### src/design/lcdfv_dummy_none.sv
// intentionally empty holder file
`timescale 1ns/1ps
`default_nettype none
`default_nettype wire

### src/design/lcdfv_pkg.sv
// package: register map, field layout and bus carriers of the frame fetch
package lcdfv_pkg;
   localparam int         REG_AW       = 12;
   localparam int         NREG         = 10;
   localparam int         IDX_W        = 4;
   // register byte offsets
   localparam logic [11:0] OFF_STATUS   = 12'h018;
   localparam logic [11:0] OFF_BASE     = 12'h100;
   localparam logic [11:0] OFF_LEN      = 12'h104;
   localparam logic [11:0] OFF_COUNT    = 12'h108;
   localparam logic [11:0] OFF_STRIDE   = 12'h10C;
   localparam logic [11:0] OFF_BUSCTL   = 12'h110;
   localparam logic [11:0] OFF_VPULSE   = 12'h200;
   localparam logic [11:0] OFF_VLEAD    = 12'h204;
   localparam logic [11:0] OFF_VVIS     = 12'h208;
   localparam logic [11:0] OFF_VTRAIL   = 12'h20C;
   // storage indices
   localparam logic [3:0]  IX_BASE      = 4'h0;
   localparam logic [3:0]  IX_LEN       = 4'h1;
   localparam logic [3:0]  IX_COUNT     = 4'h2;
   localparam logic [3:0]  IX_STRIDE    = 4'h3;
   localparam logic [3:0]  IX_BUSCTL    = 4'h4;
   localparam logic [3:0]  IX_VPULSE    = 4'h5;
   localparam logic [3:0]  IX_VLEAD     = 4'h6;
   localparam logic [3:0]  IX_VVIS      = 4'h7;
   localparam logic [3:0]  IX_VTRAIL    = 4'h8;
   localparam logic [3:0]  IX_STATUS    = 4'h9;
   localparam logic [3:0]  IX_NONE      = 4'hF;
   // writable bits per register kind
   localparam logic [31:0] MSK_ADDR     = 32'hFFFF_FFF8;
   localparam logic [31:0] MSK_12       = 32'h0000_0FFF;
   localparam logic [31:0] MSK_BUSCTL   = 32'h0000_0F1F;
   localparam logic [31:0] RST_BUSCTL   = 32'h0000_0408;
   localparam logic [31:0] RST_ZERO     = 32'h0000_0000;
   // bus options fields
   localparam int          LIM_LSB      = 8;
   localparam int          PERMIT_W     = 5;
   // event bit positions
   localparam int          EV_DONE      = 0;
   localparam int          EV_FAULT     = 1;
   localparam int          EV_VSYNC     = 2;
   localparam int          EV_STARVE    = 3;
   localparam logic [1:0]  RESP_OKAY    = 2'b00;
   localparam logic [1:0]  RESP_SLVERR  = 2'b10;
   localparam int          BEAT_SHIFT   = 3;

   typedef enum logic [1:0] {
      V_PULSE = 2'b00,
      V_LEAD  = 2'b01,
      V_VIS   = 2'b10,
      V_TRAIL = 2'b11
   } lcdfv_vstate_t;

   typedef struct packed {
      logic [31:0] addr;
      logic [7:0]  len;
   } lcdfv_ar_t;

   typedef struct packed {
      logic [63:0] data;
      logic [1:0]  resp;
      logic        last;
   } lcdfv_r_t;
endpackage : lcdfv_pkg

### src/design/lcdfv_top.sv
// frame fetch engine, vertical timing and register slave of the lcd path
// Operation
// - raise starve event when data enable is active without pixel data
// - after starve, drive default colour until frame ends, then resume
// - vertical sync event in the same cycle vsync output goes active
// - fetch fault event on any read error response
// - frame done event when last data of a frame arrives
// - fetch of the next frame begins at once after the last request
// - masked status is raw and mask; irq line high if any bit set
// - frame start address comes from bits 31:3, eight byte aligned
// - beats per line (eight bytes each) come from line length bits 31:3
// - lines per frame come from the 12-bit line count field
// - line start steps by signed two's complement stride
// - outstanding read requests never exceed the request limit
// - request limit zero stops new read requests; outstanding reads still complete
// - bursts of 16, 8, 4, 2, 1 beats, permitted sizes first, else the largest size that fits
// - line tail is finished with shorter bursts
// - no burst permitted behaves as all permitted
// - vsync lasts pulse field plus one line periods
// - lead blank lines equal field plus one after vsync
// - visible lines equal field plus one
// - trail blank lines equal field plus one before next vsync
// - pulse, lead, visible, trail repeat without gap
// - default colour when underrun or outside visible area
`timescale 1ns/1ps
`default_nettype none
module lcdfv_top
   import lcdfv_pkg::*;
#(
   parameter int PIX_W = 64
) (
   input  wire logic                   aclk,
   input  wire logic                   aresetn,
   input  wire logic                   ce,
   input  wire logic [11:0]            s_axi_awaddr,
   input  wire logic                   s_axi_awvalid,
   output logic                        s_axi_awready,
   input  wire logic [31:0]            s_axi_wdata,
   input  wire logic [3:0]             s_axi_wstrb,
   input  wire logic                   s_axi_wvalid,
   output logic                        s_axi_wready,
   output logic [1:0]                  s_axi_bresp,
   output logic                        s_axi_bvalid,
   input  wire logic                   s_axi_bready,
   input  wire logic [11:0]            s_axi_araddr,
   input  wire logic                   s_axi_arvalid,
   output logic                        s_axi_arready,
   output logic [31:0]                 s_axi_rdata,
   output logic [1:0]                  s_axi_rresp,
   output logic                        s_axi_rvalid,
   input  wire logic                   s_axi_rready,
   output lcdfv_pkg::lcdfv_ar_t        fetch_ar,
   output logic                        fetch_arvalid,
   input  wire logic                   fetch_arready,
   input  wire lcdfv_pkg::lcdfv_r_t    fetch_r,
   input  wire logic                   fetch_rvalid,
   output logic                        fetch_rready,
   input  wire logic                   line_tick,
   input  wire logic                   h_active,
   input  wire logic [PIX_W-1:0]       default_word,
   input  wire logic [3:0]             raw_status,
   input  wire logic [3:0]             irq_mask,
   output logic                        vsync_out,
   output logic                        pixel_valid_out,
   output logic [PIX_W-1:0]            pixel_word_out,
   output logic [3:0]                  irq_src,
   output logic                        irq_out
);
   import lcdfv_pkg::*;

   // fetched beats are 64 bits, so the pixel word must match
   if (PIX_W != 64) begin : g_bad_pix_w
      $error("PIX_W must be 64");
   end

   function automatic logic [3:0] reg_index(input logic [11:0] a);
      case (a)
         OFF_BASE:   reg_index = IX_BASE;
         OFF_LEN:    reg_index = IX_LEN;
         OFF_COUNT:  reg_index = IX_COUNT;
         OFF_STRIDE: reg_index = IX_STRIDE;
         OFF_BUSCTL: reg_index = IX_BUSCTL;
         OFF_VPULSE: reg_index = IX_VPULSE;
         OFF_VLEAD:  reg_index = IX_VLEAD;
         OFF_VVIS:   reg_index = IX_VVIS;
         OFF_VTRAIL: reg_index = IX_VTRAIL;
         OFF_STATUS: reg_index = IX_STATUS;
         default:    reg_index = IX_NONE;
      endcase
   endfunction : reg_index

   function automatic logic [31:0] reg_mask(input logic [3:0] ix);
      case (ix)
         IX_BASE, IX_LEN, IX_STRIDE: reg_mask = MSK_ADDR;
         IX_BUSCTL:                  reg_mask = MSK_BUSCTL;
         default:                    reg_mask = MSK_12;
      endcase
   endfunction : reg_mask

   // largest permitted burst not past the line end, else largest burst not past it
   function automatic logic [4:0] pick_beats(input logic [28:0] left,
                                             input logic [4:0]  permit);
      logic [4:0] p;
      logic [4:0] b;
      p = (permit == 5'h00) ? 5'h1F : permit;
      b = 5'h00;
      for (int i = 0; i < PERMIT_W; i++) begin
         if (p[i] && left >= 29'(1 << i)) begin
            b = 5'(1 << i);
         end
      end
      if (b == 5'h00) begin
         for (int i = 0; i < PERMIT_W; i++) begin
            if (left >= 29'(1 << i)) begin
               b = 5'(1 << i);
            end
         end
      end
      pick_beats = b;
   endfunction : pick_beats

   logic [31:0]   regs_q [NREG-1];
   logic          aw_got_q;
   logic          w_got_q;
   logic [11:0]   aw_addr_q;
   logic [31:0]   w_data_q;
   logic [3:0]    w_strb_q;
   logic [3:0]    masked_q;
   logic [3:0]    wr_ix;
   logic [3:0]    rd_ix;
   logic [31:0]   wr_mask;

   // register write port
   assign s_axi_awready = !aw_got_q && !s_axi_bvalid;
   assign s_axi_wready  = !w_got_q && !s_axi_bvalid;
   assign wr_ix         = reg_index(aw_addr_q);
   assign rd_ix         = reg_index(s_axi_araddr);
   assign wr_mask       = reg_mask(wr_ix);

   always_ff @(posedge aclk) begin
      if (!aresetn) begin
         aw_got_q     <= 1'b0;
         w_got_q      <= 1'b0;
         aw_addr_q    <= 12'h000;
         w_data_q     <= 32'h0000_0000;
         w_strb_q     <= 4'h0;
         s_axi_bvalid <= 1'b0;
         s_axi_bresp  <= RESP_OKAY;
      end else if (ce) begin
         if (s_axi_awvalid && s_axi_awready) begin
            aw_got_q  <= 1'b1;
            aw_addr_q <= s_axi_awaddr;
         end
         if (s_axi_wvalid && s_axi_wready) begin
            w_got_q  <= 1'b1;
            w_data_q <= s_axi_wdata;
            w_strb_q <= s_axi_wstrb;
         end
         if (aw_got_q && w_got_q) begin
            aw_got_q     <= 1'b0;
            w_got_q      <= 1'b0;
            s_axi_bvalid <= 1'b1;
            s_axi_bresp  <= (wr_ix == IX_NONE) ? RESP_SLVERR : RESP_OKAY;
         end else if (s_axi_bvalid && s_axi_bready) begin
            s_axi_bvalid <= 1'b0;
         end
      end
   end

   always_ff @(posedge aclk) begin
      if (!aresetn) begin
         for (int i = 0; i < NREG - 1; i++) begin
            regs_q[i] <= (4'(i) == IX_BUSCTL) ? RST_BUSCTL : RST_ZERO;
         end
      end else if (ce && aw_got_q && w_got_q && wr_ix < IX_STATUS) begin
         for (int b = 0; b < 4; b++) begin
            if (w_strb_q[b]) begin
               regs_q[wr_ix][b*8 +: 8] <=
                  w_data_q[b*8 +: 8] & wr_mask[b*8 +: 8];
            end
         end
      end
   end

   // register read port
   assign s_axi_arready = !s_axi_rvalid;

   always_ff @(posedge aclk) begin
      if (!aresetn) begin
         s_axi_rvalid <= 1'b0;
         s_axi_rdata  <= 32'h0000_0000;
         s_axi_rresp  <= RESP_OKAY;
      end else if (ce) begin
         if (s_axi_arvalid && s_axi_arready) begin
            s_axi_rvalid <= 1'b1;
            s_axi_rresp  <= RESP_OKAY;
            if (rd_ix == IX_STATUS) begin
               s_axi_rdata <= {28'h000_0000, masked_q};
            end else if (rd_ix == IX_NONE) begin
               s_axi_rdata <= 32'h0000_0000;
               s_axi_rresp <= RESP_SLVERR;
            end else begin
               s_axi_rdata <= regs_q[rd_ix];
            end
         end else if (s_axi_rvalid && s_axi_rready) begin
            s_axi_rvalid <= 1'b0;
         end
      end
   end

   // masked status and interrupt line
   always_ff @(posedge aclk) begin
      if (!aresetn) begin
         masked_q <= 4'h0;
         irq_out  <= 1'b0;
      end else if (ce) begin
         masked_q <= raw_status & irq_mask;
         irq_out  <= |(raw_status & irq_mask);
      end
   end

   // fetch request side
   logic [28:0]   line_beats;
   logic [11:0]   line_total;
   logic [3:0]    req_limit;
   logic [28:0]   cur_addr_q;
   logic [28:0]   line_start_q;
   logic [28:0]   beats_left_q;
   logic [11:0]   lines_left_q;
   logic          run_q;
   logic [4:0]    outst_q;
   logic [4:0]    nb;
   logic          ar_load;
   logic          ar_fire;
   logic          r_fire;
   logic          cfg_ok;

   assign line_beats = regs_q[IX_LEN][31:BEAT_SHIFT];
   assign line_total = regs_q[IX_COUNT][11:0];
   assign req_limit  = regs_q[IX_BUSCTL][LIM_LSB +: 4];
   assign cfg_ok     = line_beats != 29'h0 && line_total != 12'h000;
   assign nb         = pick_beats(beats_left_q,
                                  regs_q[IX_BUSCTL][PERMIT_W-1:0]);
   assign ar_fire    = fetch_arvalid && fetch_arready;
   assign r_fire     = fetch_rvalid && fetch_rready;
   assign ar_load    = run_q && !fetch_arvalid &&
                       outst_q < {1'b0, req_limit};

   always_ff @(posedge aclk) begin
      if (!aresetn) begin
         run_q         <= 1'b0;
         cur_addr_q    <= 29'h0;
         line_start_q  <= 29'h0;
         beats_left_q  <= 29'h0;
         lines_left_q  <= 12'h000;
         fetch_arvalid <= 1'b0;
         fetch_ar      <= '0;
      end else if (ce) begin
         if (ar_fire) begin
            fetch_arvalid <= 1'b0;
         end
         if (!run_q && cfg_ok) begin
            run_q        <= 1'b1;
            cur_addr_q   <= regs_q[IX_BASE][31:BEAT_SHIFT];
            line_start_q <= regs_q[IX_BASE][31:BEAT_SHIFT];
            beats_left_q <= line_beats;
            lines_left_q <= line_total;
         end else if (ar_load) begin
            fetch_arvalid <= 1'b1;
            fetch_ar.addr <= {cur_addr_q, 3'b000};
            fetch_ar.len  <= 8'(nb - 5'd1);
            if (beats_left_q == 29'(nb)) begin
               if (lines_left_q == 12'h001) begin
                  run_q <= 1'b0;
               end
               line_start_q <= line_start_q +
                               regs_q[IX_STRIDE][31:BEAT_SHIFT];
               cur_addr_q   <= line_start_q +
                               regs_q[IX_STRIDE][31:BEAT_SHIFT];
               beats_left_q <= line_beats;
               lines_left_q <= lines_left_q - 12'h001;
            end else begin
               cur_addr_q   <= cur_addr_q + 29'(nb);
               beats_left_q <= beats_left_q - 29'(nb);
            end
         end
      end
   end

   always_ff @(posedge aclk) begin
      if (!aresetn) begin
         outst_q <= 5'd0;
      end else if (ce) begin
         case ({ar_fire, r_fire && fetch_r.last})
            2'b10:   outst_q <= outst_q + 5'd1;
            2'b01:   outst_q <= outst_q - 5'd1;
            default: outst_q <= outst_q;
         endcase
      end
   end

   // vertical timing
   lcdfv_vstate_t vst_q;
   lcdfv_vstate_t vst_d;
   logic [11:0]   vcnt_q;
   logic [11:0]   vlim;
   logic          vstep;

   always_comb begin
      case (vst_q)
         V_PULSE: vlim = regs_q[IX_VPULSE][11:0];
         V_LEAD:  vlim = regs_q[IX_VLEAD][11:0];
         V_VIS:   vlim = regs_q[IX_VVIS][11:0];
         V_TRAIL: vlim = regs_q[IX_VTRAIL][11:0];
         default: vlim = 12'h000;
      endcase
   end

   assign vstep = ce && line_tick;

   always_comb begin
      vst_d = vst_q;
      if (vstep && vcnt_q == vlim) begin
         case (vst_q)
            V_PULSE: vst_d = V_LEAD;
            V_LEAD:  vst_d = V_VIS;
            V_VIS:   vst_d = V_TRAIL;
            V_TRAIL: vst_d = V_PULSE;
            default: vst_d = V_PULSE;
         endcase
      end
   end

   always_ff @(posedge aclk) begin
      if (!aresetn) begin
         vst_q     <= V_PULSE;
         vcnt_q    <= 12'h000;
         vsync_out <= 1'b1;
      end else if (vstep) begin
         vst_q     <= vst_d;
         vcnt_q    <= (vst_d != vst_q) ? 12'h000 : vcnt_q + 12'h001;
         vsync_out <= vst_d == V_PULSE;
      end
   end

   // pixel word holder and starve handling
   logic [PIX_W-1:0] word_q;
   logic             word_valid_q;
   logic             starve_q;
   logic             de_d;
   logic             consume;
   logic             new_frame;

   assign de_d      = vst_q == V_VIS && h_active;
   assign consume   = ce && de_d && word_valid_q && !starve_q;
   assign new_frame = vstep && vst_d == V_PULSE && vst_q != V_PULSE;
   assign fetch_rready = !word_valid_q || consume || starve_q;

   always_ff @(posedge aclk) begin
      if (!aresetn) begin
         word_q          <= '0;
         word_valid_q    <= 1'b0;
         starve_q        <= 1'b0;
         pixel_valid_out <= 1'b0;
         pixel_word_out  <= '0;
      end else if (ce) begin
         pixel_valid_out <= de_d;
         if (r_fire && !starve_q) begin
            word_q       <= fetch_r.data;
            word_valid_q <= 1'b1;
         end else if (consume || starve_q) begin
            word_valid_q <= 1'b0;
         end
         if (new_frame) begin
            starve_q <= 1'b0;
         end else if (de_d && !word_valid_q) begin
            starve_q <= 1'b1;
         end
         pixel_word_out <= consume ? word_q : default_word;
      end
   end

   // event lines
   logic [28:0] rx_beat_q;
   logic [11:0] rx_line_q;
   logic        rx_end_beat;
   logic        rx_end_frame;

   assign rx_end_beat  = rx_beat_q + 29'h1 >= line_beats;
   assign rx_end_frame = rx_end_beat && rx_line_q + 12'h001 >= line_total;

   always_ff @(posedge aclk) begin
      if (!aresetn) begin
         rx_beat_q <= 29'h0;
         rx_line_q <= 12'h000;
      end else if (ce && r_fire) begin
         rx_beat_q <= rx_end_beat ? 29'h0 : rx_beat_q + 29'h1;
         if (rx_end_frame) begin
            rx_line_q <= 12'h000;
         end else if (rx_end_beat) begin
            rx_line_q <= rx_line_q + 12'h001;
         end
      end
   end

   always_ff @(posedge aclk) begin
      if (!aresetn) begin
         irq_src <= 4'h0;
      end else if (ce) begin
         irq_src[EV_DONE]   <= r_fire && rx_end_frame;
         irq_src[EV_FAULT]  <= r_fire && fetch_r.resp[1];
         irq_src[EV_VSYNC]  <= new_frame;
         irq_src[EV_STARVE] <= de_d && !word_valid_q;
      end
   end
endmodule : lcdfv_top
`default_nettype wire

### config.mk
export PLATFORM = sky130hd
export DESIGN_NAME = lcdfv_top
export DESIGN_NICKNAME = d
export VERILOG_FILES = /design/src/design/lcdfv_dummy_none.sv /design/src/design/lcdfv_pkg.sv /design/src/design/lcdfv_top.sv
export SDC_FILE = /design/constraint.sdc
export NUM_CORES = 2
export LEC_CHECK = 0
export BUFFER_PORTS_ARGS = -buffer_cell sky130_fd_sc_hd__buf_4
export CORE_MARGIN = 3
export CORE_UTILIZATION = 58
export DETAILED_ROUTE_END_ITERATION = 7
export PLACE_DENSITY = 0.77
export RECOVER_POWER = 25
export SLEW_MARGIN = 20
export SYNTH_ARGS = -nofsm -noshare
export SYNTH_HDL_FRONTEND = slang
export SYNTH_SLANG_ARGS = --single-unit
### constraint.sdc
create_clock -name aclk -period 5.4 [get_ports aclk]
set_input_delay 0.81 -clock aclk [delete_from_list [all_inputs] [get_ports aclk]]
set_output_delay 0.81 -clock aclk [all_outputs]
set_load 0.02 [all_outputs]
==> out/summary.txt <==
Status -> finished, violations left
Failing checks -> capacitance limit, slew limit
Final instance area -> 40,800 um2
Worst r2r dst -> cur_addr_q[26]
Largest net degree at the start of global routing -> 103
Crit Path Class -> register to register
Period utilisation layout -> 0.921
Max Cap Viol -> 4
Post-synth top cells -> nand2_1 (705), dfxtp_1 (423), a21oi_1 (421)
WP data required -> 5.89 ns
Die height -> 252 um
R2r setup slk -> 0.43 ns
Layout cells sized above 1 -> 0.0998
Most common cell in the netlist -> nand2_1
Final WL -> 110,000 um
Number of DRC markers in iteration 0 -> 4,264
Worst R2R Path Depth -> 20
Post-DP HPWL -> 79,200 um
Die area -> 63,300 um2
Max-slew violation count -> 164
Area grow syn2layout -> 16.6%
Hold Path Class -> input pin to register
Total power after layout -> 0.0130 W
Residual DRC count -> 0
Post-synth EDFFs -> 296
Min-Delay Startpoint -> fetch_r[2]
FFs w/ async S/R, synth -> 0
Slew @ Worst Pin -> 2.05 ns
Mean Syn Cell Area -> 8.93 um2
Diode count -> 0
Area of the core -> 59,400 um2
Yosys reg bits -> 719
Startpoint types -> register
CP endpoint kind -> register
CP startpoint -> beats_left_q[17]
Number of nets with antenna violations after routing -> 0
Worst-skew pair later-pin latency -> 0.62 ns
Cts repair resizes -> 0
Port bufs -> 358
Clock Skew -> 0.0236 ns
Initial core utilization -> 0.589
Post-CTS Hold Buffers -> 0
CP Max Fanout -> 10
Cts bufs inserted -> 76
First-pass GRT wire length -> 166,000 um
Crit path to -> cur_addr_q[26]
CTS tree -> done
Min Tclk post-route -> 4.97 ns
Placer Congestion -> 0.929
PD cells -> 318 nW/um2
Vias -> 31.2k
Synth area leader -> edfxtp_1
Post-CTS Setup Repair Bufs -> 0
Synth unique cells -> 81
Die Span X -> 252 um
Pleak -> 15.7 nW
Setup TNS Final -> 0 ns
H-tree depth -> 3
Via-per-instance ratio -> 6.06
Final Setup Violations -> 0
Clk slew on worst S/H paths -> 0.06 ns
Clock buffer depth -> 3
Yosys Warn Count -> 0
Max Fclk -> 0.201 GHz
Top FF cell, synth -> dfxtp_1
Root Buffer -> clkbuf_16
Worst slew margin -> -0.368
Number of fill cells -> 4,833
Nets -> 4,627
Total GRT Usage -> 0.336
Final Hold Viols -> 0
CTS sink count -> 719
Total grt overflow -> 0
Reg2reg start -> beats_left_q[17]
RSZ-0062 raised after global routing -> false
Synthesized area -> 35,000 um2
Share of the synthesized area in the top cell type -> 0.254
Peak supply drop -> 0.238 mV
IO Pins -> 365
Critical Path AT -> 5.47 ns
Initial antenna violation count -> 0
Synth Instances -> 3,918
Synth top area cells -> edfxtp_1 (25%), dfxtp_1 (24%), nand2_1 (7.6%), a21oi_1 (6.0%), nor2_1 (4.3%)
Vias in the first global route -> 28.8k
Row count -> 89
Pre-antenna DRT Iters -> 8
Sequential element share of the synthesized area -> 0.496
WL/cell -> 21.3 um
Placed instance area -> 38,800 um2
-- state kept, by name, summed over array words and instances (netlist names), 4 cells and up --
name            flops
aw_addr_q          12
beats_left_q       29
cur_addr_q         29
fetch_ar           35
irq_src             4
line_start_q       29
lines_left_q       12
masked_q            4
outst_q             5
pixel_word_out     64
regs_q            296
rx_beat_q          29
rx_line_q          12
s_axi_rdata        32
vcnt_q             12
w_data_q           32
w_strb_q            4
word_q             64
-- cells by family after synthesis --
| group | count (synthesis) | synth area share |
|---|---|---|
| fa+ha+maj | 100 | 0.0366 |
| compound gates | 958 | 0.166 |
| xor+xnor | 101 | 0.0253 |
| simple gates | 1556 | 0.197 |
| mux | 128 | 0.0388 |
| buf+inv | 355 | 0.0392 |
| flops | 719 | 0.496 |
| other cells | 1 | 0.000107 |
-- cell type report --
type	instances	area, um2	area share
Inverter	110	420	0.0103
Clock buffer	116	2220	0.0544
Clock inverter	23	314	0.00770
Multi-Input combinational cell	2988	16900	0.414
Sequential cell	719	17400	0.426
Timing Repair Buffer	421	2620	0.0641
Tap cell	773	967	0.0237
-- worst max-delay path, stage by stage, from the launching register on --
cell	delay [ns]
dfxtp_1	0.35
or3_1	0.50
or3_1	0.55
nor4_1	0.35
buf_4	0.19
o22a_1	0.18
nor4bb_1	0.30
a21oi_1	0.12
inv_1	0.10
ha_1	0.19
inv_1	0.06
fa_1	0.40
nor2b_1	0.12
o21a_1	0.14
o21ai_0	0.16
a21oi_2	0.31
nand2b_1	0.20
nor2_1	0.15
xor2_1	0.08
a221oi_1	0.29
o22ai_1	0.12
-- worst min-delay path by stage --
stage | endpoint | depth (start not counted) | slack, ns
3_5_place_dp | word_q[20] | 2 | 0.45
2_1_floorplan | w_strb_q[0] | 2 | 0.43
3_3_place_gp | fetch_ar[2] | 2 | 0.44
4_1_cts | irq_src[1] | 3 | 0.40
6_report | irq_src[1] | 3 | 0.43
5_1_grt | word_q[16] | 3 | 0.42
-- per-layer routing --
| layer | vias to the layer above | routed length, um | GRT usage |
|---|---|---|---|
| li1 | 14600 | - | - |
| met1 | 14700 | 44000 | 0.468 |
| met2 | 1634 | 48100 | 0.510 |
| met3 | 296 | 12700 | 0.0820 |
| met4 | 0 | 4760 | 0.130 |
| met5 | - | 0 | 0 |
-- per-stage QoR --
step	setup WS (ns)	utilization	hold slack, ns	cells
final	0.428	0.687	0.427	5150
after global routing	0.0487	0.687	0.416	5150
after CTS	0.345	0.696	0.403	5150
after detailed placement	0.392	0.654	0.446	5011
after global placement	0.435	0.654	0.439	5011
after floorplan	0.712	-	0.432	4062
-- power breakdown --
group | switching, W | internal [W]
clock network | 0.00220 | 0.00314
logic | 0.000922 | 0.000512
registers | 0.000226 | 0.00595
-- cell usage in the layout, fill, tap and decap left out, types with 64 or more instances in the layout --
cell         n
a211oi_1    96
a21oi_1    418
and3_1      68
buf_4      267
clkbuf_1   175
clkbuf_16   77
conb_1     145
dfxtp_1    423
edfxtp_1   296
ha_1        96
inv_1      105
mux2i_1    113
nand2_1    703
nand3_1     93
nor2_1     394
nor3_1      64
o21ai_0    173
xnor2_1     64
No activity file was read; power rests on OpenSTA's default activity.
